===== config.mk =====
export PLATFORM = sky130hd
export DESIGN_NAME = sprf_framer
export DESIGN_NICKNAME = d
export VERILOG_FILES = /design/src/core/sprf_pkg.sv /design/src/core/sprf_framer.sv
export VERILOG_INCLUDE_DIRS = /design/src /design/src/core
export SDC_FILE = /design/constraint.sdc
export NUM_CORES = 1
export LEC_CHECK = 0
export ABC_AREA = 1
export BUFFER_PORTS_ARGS = -buffer_cell sky130_fd_sc_hd__buf_4
export CORE_UTILIZATION = 53
export CTS_CLUSTER_SIZE = 8
export DETAILED_ROUTE_END_ITERATION = 12
export PLACE_DENSITY_LB_ADDON = 0.1
export SYNTH_ARGS = -nofsm -noshare
export SYNTH_HDL_FRONTEND = slang
export SYNTH_SLANG_ARGS = --single-unit

===== constraint.sdc =====
create_clock -name clk -period 4.53 [get_ports clk]
set_clock_uncertainty 0.2 [all_clocks]
set_input_delay 1.359 -clock clk [delete_from_list [all_inputs] [get_ports clk]]
set_output_delay 1.359 -clock clk [all_outputs]
set_load 0.03 [all_outputs]

===== src/core/sprf_defines.svh =====
`ifndef SPRF_DEFINES_SVH
`define SPRF_DEFINES_SVH

// Register byte offsets
`define SPRF_OFS_CTRL 8'h00
`define SPRF_OFS_STATUS 8'h04
`define SPRF_OFS_MASK 8'h08
`define SPRF_OFS_RESULT 8'h0c

// Control fields
`define SPRF_CTRL_PARITY_BIT 0
`define SPRF_CTRL_RESET 32'h0000_0000

// Status and mask fields
`define SPRF_EV_DONE 0
`define SPRF_EV_CRC 1
`define SPRF_EV_COLL 2
`define SPRF_EV_OVF 3
`define SPRF_EV_WIDTH 4
`define SPRF_EV_RESET 4'h0

// Response codes and bytes
`define SPRF_CODE_OK 8'h80
`define SPRF_CODE_PARTIAL 8'h90
`define SPRF_PAR_ONE 8'h80
`define SPRF_PAR_ZERO 8'h00

// Status byte fields
`define SPRF_STB_CRC 1
`define SPRF_STB_COLL 0

// Receive store
`define SPRF_DEPTH 128
`define SPRF_IDX_W 7
`define SPRF_CNT_W 8

`endif


===== src/core/sprf_pkg.sv =====
package sprf_pkg;

    typedef struct packed {
        logic [7:0] data;
        logic parity;
    } sprf_rxbyte_t;

    typedef struct packed {
        logic crcErr;
        logic collision;
        logic partial;
    } sprf_rxend_t;

    typedef struct packed {
        logic [7:0] addr;
        logic [31:0] wdata;
        logic wr;
        logic rd;
    } sprf_bus_t;

    typedef enum logic [2:0] {
        SPRF_IDLE = 3'b000,
        SPRF_CODE = 3'b001,
        SPRF_LEN = 3'b010,
        SPRF_DATA = 3'b011,
        SPRF_PAR = 3'b100,
        SPRF_STAT = 3'b101
    } sprf_state_t;

endpackage


===== src/core/sprf_framer.sv =====
// The address-and-strobe port and the address map are this design's own decisions.
`timescale 1ns/10ps
`default_nettype none
`include "sprf_defines.svh"

module sprf_framer
    import sprf_pkg::*;
(
    input wire logic clk,
    input wire logic reset,
    input wire logic ce,
    input wire sprf_bus_t bus,
    output logic [31:0] rdData,
    input wire logic rxValid,
    input wire sprf_rxbyte_t rxByte,
    input wire logic rxEnd,
    input wire sprf_rxend_t rxEndInfo,
    output logic rxBusy,
    output logic respValid,
    output logic [7:0] respData,
    output logic respLast,
    input wire logic respReady,
    output logic irq
);

    sprf_state_t state;
    sprf_rxbyte_t mem [`SPRF_DEPTH];
    logic [`SPRF_CNT_W-1:0] cnt;
    logic [`SPRF_IDX_W-1:0] idx;
    logic parityMode;
    logic modeLat;
    logic crcLat;
    logic collLat;
    logic [7:0] codeLat;
    logic [`SPRF_EV_WIDTH-1:0] status;
    logic [`SPRF_EV_WIDTH-1:0] mask;
    logic [`SPRF_EV_WIDTH-1:0] evSet;
    logic take;
    logic accept;
    logic full;
    logic lastIdx;
    logic [7:0] lenByte;
    logic [7:0] statByte;

    function automatic logic [7:0] length_of(input logic [`SPRF_CNT_W-1:0] n, input logic par);
        logic [8:0] w;
        w = par ? {n, 1'b0} : {1'b0, n};
        length_of = w[7:0] + 8'h01;
    endfunction

    assign take = ce && respValid && respReady;
    assign full = (cnt == `SPRF_CNT_W'(`SPRF_DEPTH)) || (parityMode && cnt == `SPRF_CNT_W'(`SPRF_DEPTH - 1));
    assign accept = ce && (state == SPRF_IDLE) && rxValid && !full;
    assign lastIdx = ({1'b0, idx} + 8'h01) == cnt;
    assign lenByte = length_of(cnt, modeLat);
    assign statByte = {6'h00, crcLat, collLat};
    assign respValid = (state != SPRF_IDLE);
    assign respLast = (state == SPRF_STAT);
    assign rxBusy = (state != SPRF_IDLE);

    // Receive store, bytes kept exactly as received
    always_ff @(posedge clk) begin
        if (reset) begin
            cnt <= '0;
        end else if (ce) begin
            if (accept) begin
                mem[cnt[`SPRF_IDX_W-1:0]] <= rxByte;
                cnt <= cnt + 8'h01;
            end else if (state == SPRF_STAT && take) begin
                cnt <= '0;
            end
        end
    end

    // End-of-frame capture
    always_ff @(posedge clk) begin
        if (reset) begin
            modeLat <= 1'b0;
            crcLat <= 1'b0;
            collLat <= 1'b0;
            codeLat <= `SPRF_CODE_OK;
        end else if (ce && state == SPRF_IDLE && rxEnd) begin
            modeLat <= parityMode;
            crcLat <= rxEndInfo.crcErr;
            collLat <= rxEndInfo.collision;
            codeLat <= rxEndInfo.partial ? `SPRF_CODE_PARTIAL : `SPRF_CODE_OK;
        end
    end

    // Response sequencer
    always_ff @(posedge clk) begin
        if (reset) begin
            state <= SPRF_IDLE;
            idx <= '0;
            respData <= 8'h00;
        end else if (ce) begin
            unique case (state)
                SPRF_IDLE: begin
                    if (rxEnd) begin
                        state <= SPRF_CODE;
                        respData <= rxEndInfo.partial ? `SPRF_CODE_PARTIAL : `SPRF_CODE_OK;
                    end
                end
                SPRF_CODE: begin
                    if (take) begin
                        state <= SPRF_LEN;
                        respData <= lenByte;
                    end
                end
                SPRF_LEN: begin
                    if (take) begin
                        idx <= '0;
                        if (cnt == '0) begin
                            state <= SPRF_STAT;
                            respData <= statByte;
                        end else begin
                            state <= SPRF_DATA;
                            respData <= mem[0].data;
                        end
                    end
                end
                SPRF_DATA, SPRF_PAR: begin
                    if (take) begin
                        if (state == SPRF_DATA && modeLat) begin
                            state <= SPRF_PAR;
                            respData <= mem[idx].parity ? `SPRF_PAR_ONE : `SPRF_PAR_ZERO;
                        end else if (lastIdx) begin
                            state <= SPRF_STAT;
                            respData <= statByte;
                        end else begin
                            state <= SPRF_DATA;
                            idx <= idx + 7'h01;
                            respData <= mem[idx + 7'h01].data;
                        end
                    end
                end
                SPRF_STAT: begin
                    if (take) begin
                        state <= SPRF_IDLE;
                        respData <= 8'h00;
                    end
                end
                default: begin
                    state <= SPRF_IDLE;
                end
            endcase
        end
    end

    // Event sources
    always_comb begin
        evSet = '0;
        evSet[`SPRF_EV_DONE] = ce && state == SPRF_IDLE && rxEnd;
        evSet[`SPRF_EV_CRC] = ce && state == SPRF_IDLE && rxEnd && rxEndInfo.crcErr;
        evSet[`SPRF_EV_COLL] = ce && state == SPRF_IDLE && rxEnd && rxEndInfo.collision;
        evSet[`SPRF_EV_OVF] = ce && state == SPRF_IDLE && rxValid && full;
    end

    // Control register
    always_ff @(posedge clk) begin
        if (reset) begin
            parityMode <= 1'(`SPRF_CTRL_RESET);
        end else if (ce && bus.wr && bus.addr == `SPRF_OFS_CTRL) begin
            parityMode <= bus.wdata[`SPRF_CTRL_PARITY_BIT];
        end
    end

    // Sticky status, set wins over write-one-to-clear
    always_ff @(posedge clk) begin
        if (reset) begin
            status <= `SPRF_EV_RESET;
        end else if (ce) begin
            if (bus.wr && bus.addr == `SPRF_OFS_STATUS) begin
                status <= (status & ~bus.wdata[`SPRF_EV_WIDTH-1:0]) | evSet;
            end else begin
                status <= status | evSet;
            end
        end
    end

    // Interrupt mask
    always_ff @(posedge clk) begin
        if (reset) begin
            mask <= `SPRF_EV_RESET;
        end else if (ce && bus.wr && bus.addr == `SPRF_OFS_MASK) begin
            mask <= bus.wdata[`SPRF_EV_WIDTH-1:0];
        end
    end

    assign irq = |(status & mask);

    // Read port, data one cycle after the strobe
    always_ff @(posedge clk) begin
        if (reset) begin
            rdData <= 32'h0000_0000;
        end else if (ce) begin
            rdData <= 32'h0000_0000;
            if (bus.rd) begin
                unique case (bus.addr)
                    `SPRF_OFS_CTRL: rdData <= {31'h0000_0000, parityMode};
                    `SPRF_OFS_STATUS: rdData <= {28'h000_0000, status};
                    `SPRF_OFS_MASK: rdData <= {28'h000_0000, mask};
                    `SPRF_OFS_RESULT: rdData <= {12'h000, rxBusy, modeLat, cnt, codeLat, statByte[1:0]};
                    default: rdData <= 32'h0000_0000;
                endcase
            end
        end
    end
endmodule

`default_nettype wire


Word-level counts from Yosys, hierarchy flattened --
Memory sizes are Yosys's and may differ from the RTL's. A register that Yosys moved wholly into a read port is not among the register bits. Index checks and enable logic that the tools add are counted.
Word-level totals: flip-flop bits (word level) 78, RAM bits 1152, input port bits 60, output and inout port bits 44, word-level logic and storage cells 108, memories kept 1
Memories:
- mem | words 128, bits a word 9, read ports 3, clocked after Yosys merged registers in 1, wr ports 1, line sprf_framer.sv:27 | sprf_rxbyte_t mem [`SPRF_DEPTH];
Operators by class: add/subtract/negate cells 4, equality and inequality tests 18, multiplexer cells 37, bitwise gates (word level) 5, reduce and logical (&&, ||, !) cells 31
Operators with widths (number):
- $mux W8 | 12
- $pmux W20 S4 | 1
- $mux W7 | 6
- $pmux W8 S5 | 1
- $mux W3 | 8
- $mux W20 | 1
- $add A8 B1 Y8 const B | 2
- $eq A8 B4 Y1 const B | 2
- $logic_and A1 B1 Y1 | 16
- $logic_not A8 Y1 | 2
- $pmux W3 S5 | 1
- $pmux W7 S2 | 1
- $ne A2 B2 Y1 const B | 6
- $reduce_and A6 Y1 | 2
- $add A7 B1 Y8 const B | 1
- $and A4 B4 Y4 | 2
- $eq A8 B3 Y1 const B | 1
- $eq A8 B7 Y1 const B | 1
- $eq A8 B8 Y1 | 1
- $eq A8 B8 Y1 const B | 1
- $or A4 B4 Y4 | 2
- $add A7 B1 Y7 const B | 1
- $reduce_and A7 Y1 | 1
- $eq A3 B2 Y1 const B | 2
- 16 further kinds | 21

Depth between registers and ports, before layout --
depth in word-level cells 9, gate-level depth with buffers 18, gate-level depth less buffers 18

Worst setup path after synthesis --
Ideal clock, no wire load.
path type input to register, from input port ce, to memory mem[115][0] in the netlist's numbering, enable pin, setup time 0.374 ns, data arrival time 3.007 ns, required time 3.956 ns, path slack 0.949 ns, stages 10, buffers on the path 2, path through clkbuf_1 nand3_1 inv_1 nand3_2 nor2_2 inv_2 nor2_2 nand2_1 buf_2 nor2_1
Between the ends: word-level cells in the longest chain between the ends 7
RTL lines:
- from (decl) | line sprf_framer.sv:11 | input wire logic ce,
- $logic_and A1 B1 Y1 (3 in a row) | line sprf_framer.sv:53 | assign accept = ce && (state == SPRF_IDLE) && rxValid && !full;
- $mux W1 | line sprf_framer.sv:66 | if (accept) begin
- $mux W1 * | line sprf_framer.sv:65 | end else if (ce) begin
- $mux W1 * | line sprf_framer.sv:63 | if (reset) begin
- $mux W1 * | line sprf_framer.sv:67 | mem[cnt[`SPRF_IDX_W-1:0]] <= rxByte;
- to (decl) | line sprf_framer.sv:27
Every way passes the cells marked *; elsewhere a longest branch is shown, timed or not.

Worst setup path after layout --
from register idx[1], to register respData[0]
Between the ends: word-level cells in the longest chain between the ends 6, elaborated cells between the ends (all ways) 8, classes of those cells add/sub (2); eq/ne (1); mux (4); memory (1)
RTL lines:
- from (decl) | line sprf_framer.sv:29 | logic [`SPRF_IDX_W-1:0] idx;
- from (signal assigned) | line sprf_framer.sv:132 | idx <= idx + 7'h01;
- $add A7 B1 Y7 / $add A7 B1 Y8 (equally long branches) | line sprf_framer.sv:133, sprf_framer.sv:54
- $mem_v2 Z128 W9 / $eq A8 B8 Y1 (equally long branches)
- $mux W8 * | line sprf_framer.sv:127 | end else if (lastIdx) begin
- $mux W8 * | line sprf_framer.sv:124 | if (state == SPRF_DATA && modeLat) begin
- $mux W8 * | line sprf_framer.sv:123 | if (take) begin
- $pmux W8 S5 * | line sprf_framer.sv:97 | unique case (state)
- to (signal assigned) | line sprf_framer.sv:101 | respData <= rxEndInfo.partial ? `SPRF_CODE_PARTIAL : `SPRF_CODE_OK;
- to (signal assigned) | line sprf_framer.sv:126 | respData <= mem[idx].parity ? `SPRF_PAR_ONE : `SPRF_PAR_ZERO;
- to (signal assigned) | line sprf_framer.sv:129 | respData <= statByte;
- to (decl) | line sprf_framer.sv:20 | output logic [7:0] respData,
Every way passes the cells marked *; elsewhere a longest branch is shown, timed or not. The select of a mux whose other input is x is not followed. A chain may end at the register's enable or synchronous reset.

==> flow_metrics.py <==
metrics = {
    "grt": {
        "grt_max_degree": 165,
        "grt-ovfl-total": 0,
        "grt_pass1_wl_um": 201000,
        "antenna_found_initial": 0,
        "grt_pass1_vias": 32100,
        "grt_util_all_layers_pct": 28.7,
    },
    "clocking": {
        "path_clk_slew_ns": 0.05,
        "post_cts.repair.setup_buffers": 0,
        "cts_tree": "done",
        "numCtsBuffers": 169,
        "clockBufferDepth": 3,
        "clkLatencyLatePin_ns": 0.76,
        "cts-root-buf": "clkbuf_16",
        "htree_levels": 4,
        "cts_hold_buf": 0,
        "clock-sinks": 1214,
        "cts_resized": 0,
    },
    "synth": {
        "synth-edff-count": 1152,
        "ys_seq_elements": 1214,
        "synth_area_um2": 50100,
        "syn_inst": 4441,
        "yosysUniqueCellTypes": 44,
        "ys_seq_area_share_pct": 71.5,
        "avgSynthCellArea_um2": 11.3,
        "async_reset_ff_share_pct": 0,
        "yosys_warnings": 0,
        "ys.flop_type": "edfxtp_1",
    },
    "worst_hold_path": {
        "hold_class": "reg -> reg",
        "hold_depth": 2,
        "holdPathEnd": "rdData[6]",
        "hold_start": "codeLat[4]",
    },
    "timing": {
        "tns_ns": 0,
        "fmax_mhz": 278,
        "slew-limit-headroom_pct": 25.5,
        "setup_ws_ns": 0.930,
        "hold_viol_final": 0,
        "grt_setup_unrepaired": "no",
        "fin_crit_sh_pct": 79.5,
        "tightest_slew_ns": 1.12,
        "min_period_ns": 3.60,
        "finalMaxSlewViolations": 0,
        "setup_violations": 0,
    },
    "power": {
        "p_leak_nw": 20.5,
        "total_power_mw": 24.4,
        "power_per_cell_area_nw_per_um2": 426,
        "ir_worst_vdd_uv": 389,
    },
    "detailed_routing": {
        "drc": 0,
        "ant_nets": 0,
        "avgRoutedWirePerCell_um": 23.1,
        "drt_first_iter_violations": 3635,
        "num_vias": 34200,
        "vias_per_cell": 5.79,
        "drt-pass1-iter-count": 5,
        "wirelength_um": 136000,
    },
    "floorplan": {
        "die_w_um": 310,
        "core_um2": 93500,
        "die_area_um2": 95800,
        "top_level_ports": 104,
        "dieHeight_um": 310,
        "initial_core_util_pct": 53.6,
        "rows": 112,
    },
    "placed_design": {
        "hpwl_um": 77700,
        "place.gp.congestion": 0.911,
        "dp_cells": 5688,
        "portBuffers": 59,
        "place_ws_ns": 0.480,
    },
    "flow_run": {
        "maxCapViolations": 0,
    },
    "cells_and_area": {
        "syn_to_final_growth_pct": 14.4,
        "nFillCells": 7384,
        "stdcell_count": 5907,
        "multi_input_area_um2": 12500,
        "final_core_util_pct": 61.3,
        "regArea_um2": 35800,
        "layout-drive-gt1-share_pct": 10.9,
        "final_nets": 4669,
    },
    "setup_path": {
        "r2r_end": "respData[0]",
        "rrSetupSlack_ns": 0.93,
        "cp.arrival_ns": 4.01,
        "endpoint_kind": "flop",
        "crit_required_ns": 4.94,
        "critPathLaunchType": "flop",
        "path_class": "reg -> reg",
        "regToRegStartpoint": "idx[1]",
        "r2r_cells": 11,
        "critical_path_peak_fanout": 19,
    },
    "status": {
        "status": "complete, no violations",
    },
}
## area by class of cell
cell class | instances | area share, %
sequential | 1214 | 62.5
clock buffer | 204 | 7.64
inverter | 126 | 0.851
tap | 1254 | 2.74
clock inverter | 14 | 0.343
antenna | 1 | 0.00437
timing repair buffer | 263 | 4.01
multi-input combinational | 2831 | 21.9
## cells in the final DEF (no fill, tap or decap), drive strengths merged, types with 16 or more instances in the layout
cell       n
a21oi     62
buf      263
clkbuf   204
conb      16
dfxtp     62
edfxtp  1152
inv      134
nand2   1312
nand3   1099
nor2     209
o21ai     64
or2       16
## through the flow
step / hold WS (ns) / cell area (µm²)
after CTS: 0.266 / 57300
after detailed placement: 0.259 / 52700
final: 0.266 / 57300
after global routing: 0.278 / 57300
after floorplan: 0.239 / 50200
after global placement: 0.255 / 52700
## where the power goes
group          switching, mW  total, mW  internal [mW]
registers             0.0180       12.3           12.3
clock network           4.48       11.2           6.70
logic                  0.682      0.892          0.210
total                   5.18       24.4           19.2
## worst max-delay path: stages, from the launching register on
cell and delay, ns:
dfxtp_1 0.47, nand4_2 0.20, o21ai_0 0.23, nand2_2 0.34, inv_1 0.75, nand3_1 0.55
nand3_1 0.26, nand3_1 0.16, nand2_1 0.09, nand2_1 0.07, nand2_1 0.06, a21oi_1 0.06
## state kept, by name, indices dropped and copies added (netlist names), named ones only
register and count:
parityMode 1, collLat 1, status 4, respData 8, idx 7, crcLat 1
codeLat 1, rdData 16, mask 4, mem 1152, cnt 8, modeLat 1
state 3
## kinds of logic (layout without fill, tap and decap cells)
group           count (synthesis)  in the layout  share of synthesized area [%]
compound gates                150            150                           1.64
xor+xnor                        5              5                          0.117
fa+ha+maj                       4              4                         0.0999
buf+inv                       411            607                           3.66
flops                        1214           1214                           71.5
other cells                     1             17                        0.00748
simple gates                 2656           2656                           23.0
## how the worst max path moves through the flow
stage	start	end	cells after the start	slack, ns
global route	cnt[5]	mem[101][7]	12	0.82
global placement	ce	mem[117][8]	11	0.50
CTS	cnt[5]	mem[101][3]	12	0.97
detailed placement	ce	mem[101][4]	11	0.48
finish	idx[1]	respData[0]	11	0.93
floorplan	ce	mem[115][0]	10	0.95
## synthesized netlist by cell type (3+ instances only)
| library cell | count | share of area [%] |
|---|---|---|
| a21oi_1 | 61 | 0.61 |
| buf_1 | 29 | 0.22 |
| buf_2 | 155 | 1.5 |
| buf_4 | 23 | 0.34 |
| clkbuf_1 | 75 | 0.56 |
| dfxtp_1 | 62 | 2.5 |
| edfxtp_1 | 1152 | 69 |
| ha_1 | 4 | 0.10 |
| inv_1 | 113 | 0.85 |
| inv_2 | 12 | 0.090 |
| nand2_1 | 1306 | 9.8 |
| nand2_2 | 6 | 0.075 |
| nand3_1 | 1091 | 11 |
| nand3_2 | 8 | 0.16 |
| nand4_1 | 7 | 0.087 |
| nor2_1 | 200 | 1.5 |
| nor2_2 | 7 | 0.087 |
| nor3_1 | 9 | 0.090 |
| o211ai_1 | 8 | 0.12 |
| o21ai_0 | 56 | 0.56 |
| o21ai_1 | 8 | 0.080 |
| o21bai_1 | 4 | 0.060 |
| o22ai_1 | 3 | 0.037 |
| or2_2 | 15 | 0.19 |
## per-layer routing
| metal | GRT usage (%) | vias to the layer above | wire (µm) |
|---|---|---|---|
| li1 | - | 15800 | - |
| met1 | 40.0 | 16700 | 57100 |
| met2 | 44.7 | 1418 | 63500 |
| met3 | 5.54 | 255 | 11000 |
| met4 | 10.9 | 0 | 4640 |
| met5 | 0 | - | 0 |
No activity file was read; power rests on OpenSTA's default activity.
